<file path="config.mk">
export PLATFORM = sky130hd
export DESIGN_NAME = nfl_sequencer
export DESIGN_NICKNAME = d
export VERILOG_FILES = /design/src/design/nfl_pkg.sv /design/src/design/nfl_sequencer.sv
export SDC_FILE = /design/constraint.sdc
export NUM_CORES = 1
export LEC_CHECK = 0
export BUFFER_PORTS_ARGS = -buffer_cell sky130_fd_sc_hd__buf_2
export CAP_MARGIN = 20
export CORE_ASPECT_RATIO = 1.75
export CORE_UTILIZATION = 55
export DETAILED_ROUTE_END_ITERATION = 10
export PLACE_DENSITY = 0.9
export SYNTH_ARGS = -nofsm -noshare
export SYNTH_HDL_FRONTEND = slang
export SYNTH_SLANG_ARGS = --single-unit
</file>
<file path="constraint.sdc">
create_clock -name i_clock -period 5.2 [get_ports i_clock]
set_input_delay 1.04 -clock i_clock [delete_from_list [all_inputs] [get_ports i_clock]]
set_output_delay 1.04 -clock i_clock [all_outputs]
set_load 0.02 [all_outputs]
</file>
<file path="src/design/nfl_pkg.sv">
// Package of constants and types for the NVM fault-log sequencer.
package nfl_pkg;

    // ------------------------------------------------------------------
    // Register offsets
    // ------------------------------------------------------------------
    localparam logic [7:0] ADDR_TEMP_FIRST     = 8'h02;
    localparam logic [7:0] ADDR_OVER_STATUS    = 8'h0C;
    localparam logic [7:0] ADDR_UNDER_STATUS   = 8'h0D;
    localparam logic [7:0] ADDR_ALARM_MASK     = 8'h38;
    localparam logic [7:0] ADDR_RECORD_ENABLE  = 8'h39;
    localparam logic [7:0] ADDR_NVM_CONTROL    = 8'h3A;
    localparam logic [7:0] ADDR_NVM_TARGET     = 8'h3B;
    localparam logic [7:0] ADDR_DATA_IN_HIGH   = 8'h3C;
    localparam logic [7:0] ADDR_DATA_IN_LOW    = 8'h3D;
    localparam logic [7:0] ADDR_LOG_FIRST      = 8'h82;
    localparam logic [7:0] ADDR_LOG_LAST       = 8'h8D;
    localparam logic [7:0] ADDR_LOG_STATUS     = 8'h8C;
    localparam logic [7:0] NVM_OFFSET          = 8'h80;

    // ------------------------------------------------------------------
    // Field positions and values
    // ------------------------------------------------------------------
    localparam int         BIT_RELOAD_TRIGGER  = 5;
    localparam int         BIT_WORD_UPDATE     = 4;
    localparam logic [7:0] RECORD_ON_VALUE     = 8'hFF;
    localparam logic [7:0] RECORD_OFF_VALUE    = 8'h00;
    localparam logic [7:0] RESET_BYTE          = 8'h00;
    localparam logic [7:0] RESET_MASK          = 8'h00;
    localparam int         LOG_WORDS           = 6;
    localparam int         CHANNELS            = 5;

    // ------------------------------------------------------------------
    // Timing
    // ------------------------------------------------------------------
    localparam int CLOCK_MHZ       = 200;
    localparam int RELOAD_TIME_US  = 2000;
    localparam int UPDATE_TIME_US  = 25000;
    localparam int RECORD_TIME_US  = 20000;
    localparam int RELOAD_CYCLES   = RELOAD_TIME_US * CLOCK_MHZ;
    localparam int UPDATE_CYCLES   = UPDATE_TIME_US * CLOCK_MHZ;
    localparam int RECORD_CYCLES   = RECORD_TIME_US * CLOCK_MHZ;
    localparam int TIMER_WIDTH     = 24;

    // ------------------------------------------------------------------
    // Types
    // ------------------------------------------------------------------
    typedef enum logic [3:0] {
        ST_IDLE   = 4'b0001,
        ST_RELOAD = 4'b0010,
        ST_UPDATE = 4'b0100,
        ST_RECORD = 4'b1000
    } nfl_state_type;

    typedef struct packed {
        logic       write;
        logic       read;
        logic [7:0] addr;
        logic [7:0] wdata;
    } nfl_access_type;

    typedef struct packed {
        logic [CHANNELS-1:0] over;
        logic [CHANNELS-1:0] under;
    } nfl_fault_type;

endpackage : nfl_pkg

</file>
<file path="src/design/nfl_sequencer.sv">
// NVM reload, fault recording and fault-log clear sequencer.
// Notes on behaviour
// RULE_01 - Reload trigger copies NVM configuration into SRAM.
// RULE_02 - Reload NACKs the host for two milliseconds.
// RULE_03 - Writing all-ones to conversion_record_enable enables recording.
// RULE_04 - Faults in continuous mode record temperatures and status.
// RULE_05 - Rewrite only on new fault with change or read.
// RULE_06 - NACK host accesses while recording a fault.
// RULE_07 - Writing zero to conversion_record_enable stops conversions and recording.
// RULE_08 - Fault-log clears act on two-byte words only.
// RULE_09 - Host zeroes data-in and targets channel MSB.
// RULE_10 - Clearing 0x8C resets both status bytes.
// RULE_11 - Writing 0x10 updates a word; control reads zero.
// RULE_12 - Host waits after programming alarm limits; the host model waits only after writing conversion_record_enable.
// RULE_13 - Open or shorted diode flagged and skipped.
// RULE_14 - Masked channels never assert either alarm.
// RULE_15 - Address band selects one of eight addresses.
// RULE_16 - After recording, alarm level tells fault state.
// RULE_17 - Host reads NVM data before RAM status.
// RULE_18 - Reload trigger clears itself when copy completes.
// RULE_19 - Log locations mirror SRAM registers 0x02 to primary_undertemp_status.
// RULE_20 - Counter-timed busy flag NACKs and clears control bits.
`timescale 1ns/1ps
`default_nettype none

module nfl_sequencer #(
    parameter int RELOAD_CYCLES = nfl_pkg::RELOAD_CYCLES,
    parameter int UPDATE_CYCLES = nfl_pkg::UPDATE_CYCLES,
    parameter int RECORD_CYCLES = nfl_pkg::RECORD_CYCLES
) (
    input  wire logic                   i_clock,
    input  wire logic                   i_srst,
    input  wire nfl_pkg::nfl_access_type i_access,
    output logic                        o_nack,
    output logic [7:0]                  o_rdata,
    input  wire logic [2:0]             i_address_band,
    output logic [6:0]                  o_bus_address,
    input  wire logic                   i_continuous_mode,
    input  wire logic [15:0]            i_temperature [nfl_pkg::CHANNELS],
    input  wire logic [nfl_pkg::CHANNELS-1:0] i_over_fault,
    input  wire logic [nfl_pkg::CHANNELS-1:0] i_under_fault,
    input  wire logic [nfl_pkg::CHANNELS-1:0] i_secondary_fault,
    input  wire logic [nfl_pkg::CHANNELS-1:0] i_diode_open,
    input  wire logic [7:0]             i_nvm_config [8],
    output logic [7:0]                  o_sram_config [8],
    output logic [nfl_pkg::CHANNELS-1:0] o_channel_skip,
    output logic                        o_conversion_enable,
    output logic                        o_primary_alarm_n,
    output logic                        o_secondary_alarm_n
);

    // ------------------------------------------------------------------
    // Functions and storage
    // ------------------------------------------------------------------
    function automatic logic is_log_addr(input logic [7:0] a);
        return (a >= nfl_pkg::ADDR_LOG_FIRST) && (a <= nfl_pkg::ADDR_LOG_LAST);
    endfunction : is_log_addr

    function automatic logic [2:0] word_index(input logic [7:0] a);
        logic [7:0] off;
        off = a - nfl_pkg::ADDR_LOG_FIRST;
        return off[3:1];
    endfunction : word_index

    nfl_pkg::nfl_state_type state;
    logic [nfl_pkg::TIMER_WIDTH-1:0] timer;
    logic [7:0]  record_enable;
    logic [7:0]  control;
    logic [7:0]  target;
    logic [7:0]  data_high;
    logic [7:0]  data_low;
    logic [7:0]  alarm_mask;
    logic [15:0] log_word [nfl_pkg::LOG_WORDS];
    logic        recorded;
    logic        status_read;
    logic [15:0] live_status;
    logic [15:0] fault_now;
    logic [nfl_pkg::CHANNELS-1:0] over_sync1, over_sync2;
    logic [nfl_pkg::CHANNELS-1:0] under_sync1, under_sync2;
    logic [nfl_pkg::CHANNELS-1:0] sec_sync1, sec_sync2;
    logic [nfl_pkg::CHANNELS-1:0] open_sync1, open_sync2;
    logic        busy;
    logic        host_write;
    logic        new_fault;
    logic        want_record;

    // ------------------------------------------------------------------
    // Pin synchronisers
    // ------------------------------------------------------------------
    always_ff @(posedge i_clock) begin
        over_sync1  <= i_over_fault;
        over_sync2  <= over_sync1;
        under_sync1 <= i_under_fault;
        under_sync2 <= under_sync1;
        sec_sync1   <= i_secondary_fault;
        sec_sync2   <= sec_sync1;
        open_sync1  <= i_diode_open;
        open_sync2  <= open_sync1;
    end

    // ------------------------------------------------------------------
    // Status, alarms and address
    // ------------------------------------------------------------------
    // Faulty diode channels carry no over or under flag of their own.
    assign o_channel_skip = open_sync2; // RULE_13
    assign fault_now = {3'h0, over_sync2 & ~open_sync2 & ~alarm_mask[4:0],
                        3'h0, under_sync2 & ~open_sync2 & ~alarm_mask[4:0]}; // RULE_14
    assign busy = (state != nfl_pkg::ST_IDLE); // RULE_20
    assign o_nack = busy; // RULE_02 RULE_06
    assign host_write = i_access.write && !busy;
    assign o_conversion_enable = (record_enable != nfl_pkg::RECORD_OFF_VALUE)
                                 && (state != nfl_pkg::ST_RECORD); // RULE_07
    assign new_fault = |fault_now;
    assign want_record = (record_enable == nfl_pkg::RECORD_ON_VALUE) && i_continuous_mode
                         && new_fault && (!recorded || (fault_now != live_status)
                         || status_read); // RULE_04 RULE_05

    always_ff @(posedge i_clock) begin
        if (i_srst) begin
            o_primary_alarm_n   <= 1'b1;
            o_secondary_alarm_n <= 1'b1;
        end else begin
            // After a record a low level means an unmasked over or under fault is present.
            o_primary_alarm_n   <= !new_fault; // RULE_14 RULE_16
            o_secondary_alarm_n <= !(|(sec_sync2 & ~open_sync2 & ~alarm_mask[4:0])); // RULE_14
        end
    end

    always_comb begin
        case (i_address_band) // RULE_15
            3'h0:    o_bus_address = 7'h1C;
            3'h1:    o_bus_address = 7'h1D;
            3'h2:    o_bus_address = 7'h1E;
            3'h3:    o_bus_address = 7'h1F;
            3'h4:    o_bus_address = 7'h4C;
            3'h5:    o_bus_address = 7'h4D;
            3'h6:    o_bus_address = 7'h4E;
            default: o_bus_address = 7'h4F;
        endcase
    end

    // ------------------------------------------------------------------
    // Host registers
    // ------------------------------------------------------------------
    always_ff @(posedge i_clock) begin
        if (i_srst) begin
            record_enable <= nfl_pkg::RESET_BYTE;
            target        <= nfl_pkg::RESET_BYTE;
            data_high     <= nfl_pkg::RESET_BYTE;
            data_low      <= nfl_pkg::RESET_BYTE;
            alarm_mask    <= nfl_pkg::RESET_MASK;
        end else if (host_write) begin
            case (i_access.addr)
                nfl_pkg::ADDR_RECORD_ENABLE: record_enable <= i_access.wdata; // RULE_03 RULE_07
                nfl_pkg::ADDR_NVM_TARGET:    target        <= i_access.wdata;
                nfl_pkg::ADDR_DATA_IN_HIGH:  data_high     <= i_access.wdata;
                nfl_pkg::ADDR_DATA_IN_LOW:   data_low      <= i_access.wdata;
                nfl_pkg::ADDR_ALARM_MASK:    alarm_mask    <= i_access.wdata;
                default: ;
            endcase
        end
    end

    // A status read arms a rewrite even if the fault pattern is unchanged.
    always_ff @(posedge i_clock) begin
        if (i_srst) begin
            status_read <= 1'b0;
        end else if (i_access.read && !busy && ((i_access.addr == nfl_pkg::ADDR_OVER_STATUS)
                     || (i_access.addr == nfl_pkg::ADDR_UNDER_STATUS))) begin
            status_read <= 1'b1; // RULE_05
        end else if (state == nfl_pkg::ST_RECORD && timer == '0) begin
            status_read <= 1'b0;
        end
    end

    always_ff @(posedge i_clock) begin
        if (i_srst) begin
            o_rdata <= nfl_pkg::RESET_BYTE;
        end else if (i_access.read && !busy) begin
            if (is_log_addr(i_access.addr)) begin
                o_rdata <= i_access.addr[0] ? log_word[word_index(i_access.addr)][7:0]
                                            : log_word[word_index(i_access.addr)][15:8];
            end else begin
                case (i_access.addr)
                    nfl_pkg::ADDR_OVER_STATUS:   o_rdata <= {3'h0, fault_now[12:8]};
                    nfl_pkg::ADDR_UNDER_STATUS:  o_rdata <= {3'h0, fault_now[4:0]};
                    nfl_pkg::ADDR_RECORD_ENABLE: o_rdata <= record_enable;
                    nfl_pkg::ADDR_NVM_CONTROL:   o_rdata <= control; // RULE_11
                    nfl_pkg::ADDR_NVM_TARGET:    o_rdata <= target;
                    nfl_pkg::ADDR_DATA_IN_HIGH:  o_rdata <= data_high;
                    nfl_pkg::ADDR_DATA_IN_LOW:   o_rdata <= data_low;
                    nfl_pkg::ADDR_ALARM_MASK:    o_rdata <= alarm_mask;
                    default:                     o_rdata <= nfl_pkg::RESET_BYTE;
                endcase
            end
        end
    end

    // ------------------------------------------------------------------
    // Sequencer
    // ------------------------------------------------------------------
    always_ff @(posedge i_clock) begin
        if (i_srst) begin
            state   <= nfl_pkg::ST_IDLE;
            timer   <= '0;
            control <= nfl_pkg::RESET_BYTE;
        end else begin
            case (state)
                nfl_pkg::ST_IDLE: begin
                    if (host_write && i_access.addr == nfl_pkg::ADDR_NVM_CONTROL) begin
                        control <= i_access.wdata;
                        if (i_access.wdata[nfl_pkg::BIT_RELOAD_TRIGGER]) begin
                            state <= nfl_pkg::ST_RELOAD; // RULE_01
                            timer <= nfl_pkg::TIMER_WIDTH'(RELOAD_CYCLES - 1);
                        end else if (i_access.wdata[nfl_pkg::BIT_WORD_UPDATE]) begin
                            state <= nfl_pkg::ST_UPDATE; // RULE_11
                            timer <= nfl_pkg::TIMER_WIDTH'(UPDATE_CYCLES - 1);
                        end
                    end else if (want_record) begin
                        state <= nfl_pkg::ST_RECORD; // RULE_04
                        timer <= nfl_pkg::TIMER_WIDTH'(RECORD_CYCLES - 1);
                    end
                end
                nfl_pkg::ST_RELOAD, nfl_pkg::ST_UPDATE, nfl_pkg::ST_RECORD: begin
                    if (timer == '0) begin
                        state   <= nfl_pkg::ST_IDLE;
                        control <= nfl_pkg::RESET_BYTE; // RULE_18 RULE_20
                    end else begin
                        timer <= timer - 1'b1;
                    end
                end
                default: state <= nfl_pkg::ST_IDLE;
            endcase
        end
    end

    // ------------------------------------------------------------------
    // Configuration copy and fault log
    // ------------------------------------------------------------------
    always_ff @(posedge i_clock) begin
        if (i_srst) begin
            for (int i = 0; i < 8; i++) o_sram_config[i] <= nfl_pkg::RESET_BYTE;
        end else if (state == nfl_pkg::ST_RELOAD && timer == '0) begin
            for (int i = 0; i < 8; i++) o_sram_config[i] <= i_nvm_config[i]; // RULE_01
        end
    end

    // The log lives in the NVM and so is left alone by the reset.
    always_ff @(posedge i_clock) begin
        if (state == nfl_pkg::ST_RECORD && timer == '0) begin
            for (int i = 0; i < nfl_pkg::CHANNELS; i++) begin
                if (!open_sync2[i]) log_word[i] <= i_temperature[i]; // RULE_19
            end
            log_word[nfl_pkg::LOG_WORDS-1] <= live_status; // RULE_19
        end else if (state == nfl_pkg::ST_UPDATE && timer == '0 && is_log_addr(target)) begin
            // Whole words only; the status word covers both status bytes.
            log_word[word_index(target)] <= {data_high, data_low}; // RULE_08 RULE_10
        end
    end

    always_ff @(posedge i_clock) begin
        if (i_srst) begin
            recorded    <= 1'b0;
            live_status <= 16'h0000;
        end else if (state == nfl_pkg::ST_IDLE && want_record) begin
            live_status <= fault_now;
        end else if (state == nfl_pkg::ST_RECORD && timer == '0) begin
            recorded <= 1'b1; // RULE_16
        end
    end

endmodule : nfl_sequencer
`default_nettype wire

</file>
After elaboration in Yosys (flattened, before gate mapping)
Memories as Yosys holds them, arrays and structs flattened. Index checks and enable logic that the tools add are counted.

Bitwise operators: 9. Reductions and logical operators: 40. Add/subtract/negate cells: 3. Shift operators: 0. Multipliers: 0. Divide/modulo/power cells: 0. Multiplexer cells: 44. Equal/unequal tests: 27. $lt $le $gt $ge: 4.

Operators with widths (number): $mux W24 (5); $pmux W8 S8 (1); $pmux W7 S7 (1); $eq A8 B6 Y1 const B (6); $pmux W24 S2 (1); $mux W8 (4); $and A5 B5 Y5 (6); $logic_not A24 Y1 (1); $sub A24 B1 Y24 const B (1); $mux W1 (23); $mux W4 (5); $eq A8 B4 Y1 const B (2); $ge A8 B8 Y1 const B (2); $le A8 B8 Y1 const B (2); $mux W16 (1); $pmux W8 S2 (1); $reduce_or A16 Y1 (1); $logic_and A1 B1 Y1 (15); $reduce_and A2 Y1 (6); $ne A10 B10 Y1 (1); $not A5 Y5 (2); $reduce_or A10 Y1 (1); $eq A3 B3 Y1 const B (3); $eq A8 B8 Y1 const B (1); 23 further kinds (35).

Memory bits (read-only): 0. Memories: 1. Register bits after elaboration: 202. RAM bits: 96. Bits in latches: 0.

Memories: log_word (words 6, width 16, rd ports 1, clocked after Yosys merged registers in 0, write ports 6, RTL line nfl_sequencer.sv:73) `logic [15:0] log_word [nfl_pkg::LOG_WORDS];`.

Longest topological paths before layout
Depth in word-level cells: 10. Gate-level depth with buffers: 11.

Least setup slack after synthesis
OpenSTA, ideal clock, no wires.

Kind: input port to flip-flop. Start point: input port i_access[9] (netlist name). End point: register o_rdata[5]. Stages on the path: 9. Data arrival time: 3.935 ns. Library setup time: 0.132 ns. Slack: 1.133 ns. Cells stage by stage: clkbuf_1 clkbuf_1 inv_1 ha_1 xor2_1 mux4_2 nor2b_1 o21ai_0 a21oi_1.

Cells in the longest elaborated chain, start to end: 4.

RTL lines: start, declared (RTL line nfl_sequencer.sv:33) `input wire nfl_pkg::nfl_access_type i_access,`; $sub A4 B2 Y4 (RTL line nfl_sequencer.sv:61) `off = a - nfl_pkg::ADDR_LOG_FIRST;`; $mem_v2 Z6 W16; $mux W8 (RTL line nfl_sequencer.sv:181) `o_rdata <= i_access.addr[0] ? log_word[word_index(i_access.addr)][7:0]`; $mux W8 (*) (RTL line nfl_sequencer.sv:180) `if (is_log_addr(i_access.addr)) begin`; end signal, assigned (RTL line nfl_sequencer.sv:181); end signal, assigned (RTL line nfl_sequencer.sv:185) `nfl_pkg::ADDR_OVER_STATUS: o_rdata <= {3'h0, fault_now[12:8]};`; end signal, assigned (RTL line nfl_sequencer.sv:186) `nfl_pkg::ADDR_UNDER_STATUS: o_rdata <= {3'h0, fault_now[4:0]};`; end, declared (RTL line nfl_sequencer.sv:35) `output logic [7:0] o_rdata,`.

Every way passes the cells marked *; elsewhere a longest branch is shown, timed or not. A chain may end at the register's enable or synchronous reset.

==> impl_metrics.env <==
export IMPL_status="finished clean"
export IMPL_syn_avg_cell_area_um2=11.3
export IMPL_fin_crit_sh_pct=74.6
export IMPL_hp_class="reg -> reg"
export IMPL_portBuffers=268
export IMPL_hpwlAfterDp_um=28100
export IMPL_rsz0062_at_grt="false"
export IMPL_synth_adder_area_share_pct=0.350
export IMPL_start_util_pct=56.2
export IMPL_numCtsBuffers=29
export IMPL_holdBufCountCts=0
export IMPL_crit_path_start_kind="register"
export IMPL_drc=0
export IMPL_path_max_fanout=19
export IMPL_cts_tree="built"
export IMPL_skew_ns=0.0245
export IMPL_design_area_mm2=0.0170
export IMPL_path_clk_slew_ns=0.07
export IMPL_cts_resized=0
export IMPL_grt_max_degree=90
export IMPL_ir_worst_vdd_v=0.000287
export IMPL_antenna_found_initial=3
export IMPL_met1_usage_pct=30.7
export IMPL_syn_cell_area_mm2=0.0143
export IMPL_critPathTopFamily="simple AND/OR/NAND/NOR gates"
export IMPL_antenna_left=0
export IMPL_drt_iter0_drc=998
export IMPL_syn_to_final_growth_pct=18.7
export IMPL_synthArstFlopShare_pct=0
export IMPL_drive_gt1_share_pct=32.1
export IMPL_fillerInstances=1833
export IMPL_clock_sinks=330
export IMPL_htree_num_levels=1
export IMPL_grt_util_met2_pct=52.1
export IMPL_worst_setup_path_end_kind="register"
export IMPL_crit_type="reg -> reg"
export IMPL_synth_enable_flop_cells=128
export IMPL_gr_total_overflow=0
export IMPL_setup_viol=0
export IMPL_netlist_area_leader_share_pct=28.3
export IMPL_max_stage_delay_ns=0.83
export IMPL_ys_flop_type="dfxtp_1"
export IMPL_fin_nets=1700
export IMPL_io_pins=276
export IMPL_post_cts_buffers=0
export IMPL_fin_setup_tns_ns=0
export IMPL_drv_slew=0
export IMPL_viasPerCell=6.13
export IMPL_dr_pass1_iters=6
export IMPL_post_route_min_period_ns=3.88
export IMPL_synth_top_family_by_area="multiplexers"
export IMPL_die_area_mm2=0.0267
export IMPL_synth_seq_cells=330
export IMPL_cp_cell_sequence="nor4_1 -> nand2_1 -> nor3_4 -> and3_1 -> nand3_1 -> nand2_1"
export IMPL_slew_headroom_pct=34.1
export IMPL_fmax_ghz=0.258
export IMPL_drv_cap=0
export IMPL_chipWidth_um=124
export IMPL_synth_compound_area_share_pct=8.80
export IMPL_utilization_pct=66.7
export IMPL_synth_xor_area_share_pct=0.551
export IMPL_rows=77
export IMPL_tightest_slew_ns=0.985
export IMPL_p_per_area_mw_per_mm2=368
export IMPL_gp_congestion=0.928
export IMPL_busiest_layer="met2"
export IMPL_grt_use_total_pct=29.3
export IMPL_use_met3_pct=4.59
export IMPL_die_y_um=215
export IMPL_wirelength_um=39500
export IMPL_fin_cells=1851
export IMPL_power_static_leakage_uw=0.00650
export IMPL_placed_cell_area_mm2=0.0159
export IMPL_hold_viol=0
export IMPL_synthSimpleGateAreaFrac_pct=14.0
export IMPL_synth_mux_area_share_pct=18.1
export IMPL_grt_pass1_wl_um=59100
export IMPL_slowest_stage="nor4_1"
export IMPL_core_mm2=0.0254
export IMPL_crit_required_ns=5.40
export IMPL_drt_wirelength_per_cell_um=21.3
export IMPL_yosysTopAreaCell="dfxtp_1"
export IMPL_first_global_vias=11100
export IMPL_clock_path_buffers=3
export IMPL_synthTopCellsByArea="dfxtp_1 (28%), edfxtp_1 (27%), mux4_2 (7.4%)"
export IMPL_crit_arrival_ns=4.08
export IMPL_synth_cell_types=76
export IMPL_vias=11400
export IMPL_cts_root_buffer="clkbuf_16"
export IMPL_clock_latency_ns=0.59
export IMPL_dp_cells=1792
export IMPL_crit_buf_inv=0
export IMPL_synth_seq_area_share_pct=55.2
export IMPL_crit_top_cell="nand2_1"
export IMPL_synth_cells=1261
export IMPL_synth_warnings=0
-- cell usage after synthesis (6+ instances only) --
| cell type | n |
|---|---|
| a21oi_1 | 109 |
| a311oi_1 | 6 |
| a31oi_1 | 13 |
| and2_0 | 7 |
| and3_1 | 8 |
| buf_1 | 7 |
| buf_2 | 9 |
| clkbuf_1 | 57 |
| dfxtp_1 | 202 |
| edfxtp_1 | 128 |
| inv_1 | 19 |
| mux2_1 | 12 |
| mux2_2 | 72 |
| mux2_4 | 9 |
| mux2i_1 | 45 |
| mux4_2 | 47 |
| nand2_1 | 181 |
| nand2b_1 | 10 |
| nand3_1 | 31 |
| nand4_1 | 17 |
| nor2_1 | 87 |
| nor2b_1 | 7 |
| nor3_1 | 21 |
| nor4_1 | 12 |
| o21ai_0 | 30 |
| o21bai_1 | 6 |
-- layout make-up --
| cell class | instances | area, um2 | share of cell area (%) |
|---|---|---|---|
| clock inverters | 20 | 260 | 1.53 |
| well taps | 316 | 395 | 2.33 |
| inverters | 20 | 75.1 | 0.442 |
| clock buffers | 34 | 787 | 4.64 |
| repair buffers | 295 | 1560 | 9.18 |
| multi-input cells | 832 | 6000 | 35.4 |
| diodes | 4 | 10.0 | 0.0590 |
| flip-flops and latches | 330 | 7890 | 46.5 |
-- sequential cells by signal (all words and copies together) (netlist names), 4 cells and up --
signal          cells
over_sync2          5
target              8
sec_sync1           5
over_sync1          5
record_enable       8
timer              24
o_channel_skip      5
data_low            8
sec_sync2           5
data_high           8
o_rdata             8
log_word          128
control             8
under_sync2         5
open_sync1          5
under_sync1         5
alarm_mask          8
state               4
o_sram_config      64
live_status        10
-- where the power goes --
group	internal (uW)	total, uW	switching (uW)
combinational	394	1030	640
clock	1350	2360	1010
sequential	2760	2850	84.0
total	4500	6240	1740
-- cell families after synthesis --
logic type	count (synthesis)
other	2
AND/OR/NAND/NOR	420
XOR/XNOR	9
flip-flops	330
AO/OA/AOI/OAI	211
multiplexers	185
adder cells (fa/ha/maj)	4
buffers and inverters	100
-- layout by cell type (no fill, tap or decap), types with 45 or more instances in the layout --
cell type,instances
mux2i_1,45
mux4_2,47
nor2_1,87
a21oi_1,109
dfxtp_1,202
buf_2,267
nand2_1,181
mux2_2,72
edfxtp_1,128
-- path summary, 6_finish.rpt --
check,startpoint,cells after the start,slack [ns],end
min,open_sync1[2]$_DFF_P_,0,0.33,o_channel_skip[2]$_DFF_P_
max reg2reg,timer[16]$_SDFFE_PP0P_,6,1.32,log_word[5][3]$_DFFE_PP_
min reg2reg,open_sync1[2]$_DFF_P_,0,0.33,o_channel_skip[2]$_DFF_P_
max,timer[16]$_SDFFE_PP0P_,6,1.32,log_word[5][3]$_DFFE_PP_
-- per-layer routing --
layer  routed length (um)  up-vias
met5                   13        -
met4                 2620        2
met3                 3080      173
met2                20500      675
met1                13300     5395
li1                     -     5110
-- metrics by stage --
stage	hold WS, ns	power (uW)	setup WS (ns)
3_3_place_gp	0.310	3870	1.52
3_5_place_dp	0.312	3900	1.31
5_1_grt	0.328	6440	1.14
2_1_floorplan	0.310	3570	1.13
4_1_cts	0.327	6240	1.39
6_report	0.328	6240	1.32
Power figures use the tool's default switching activity.
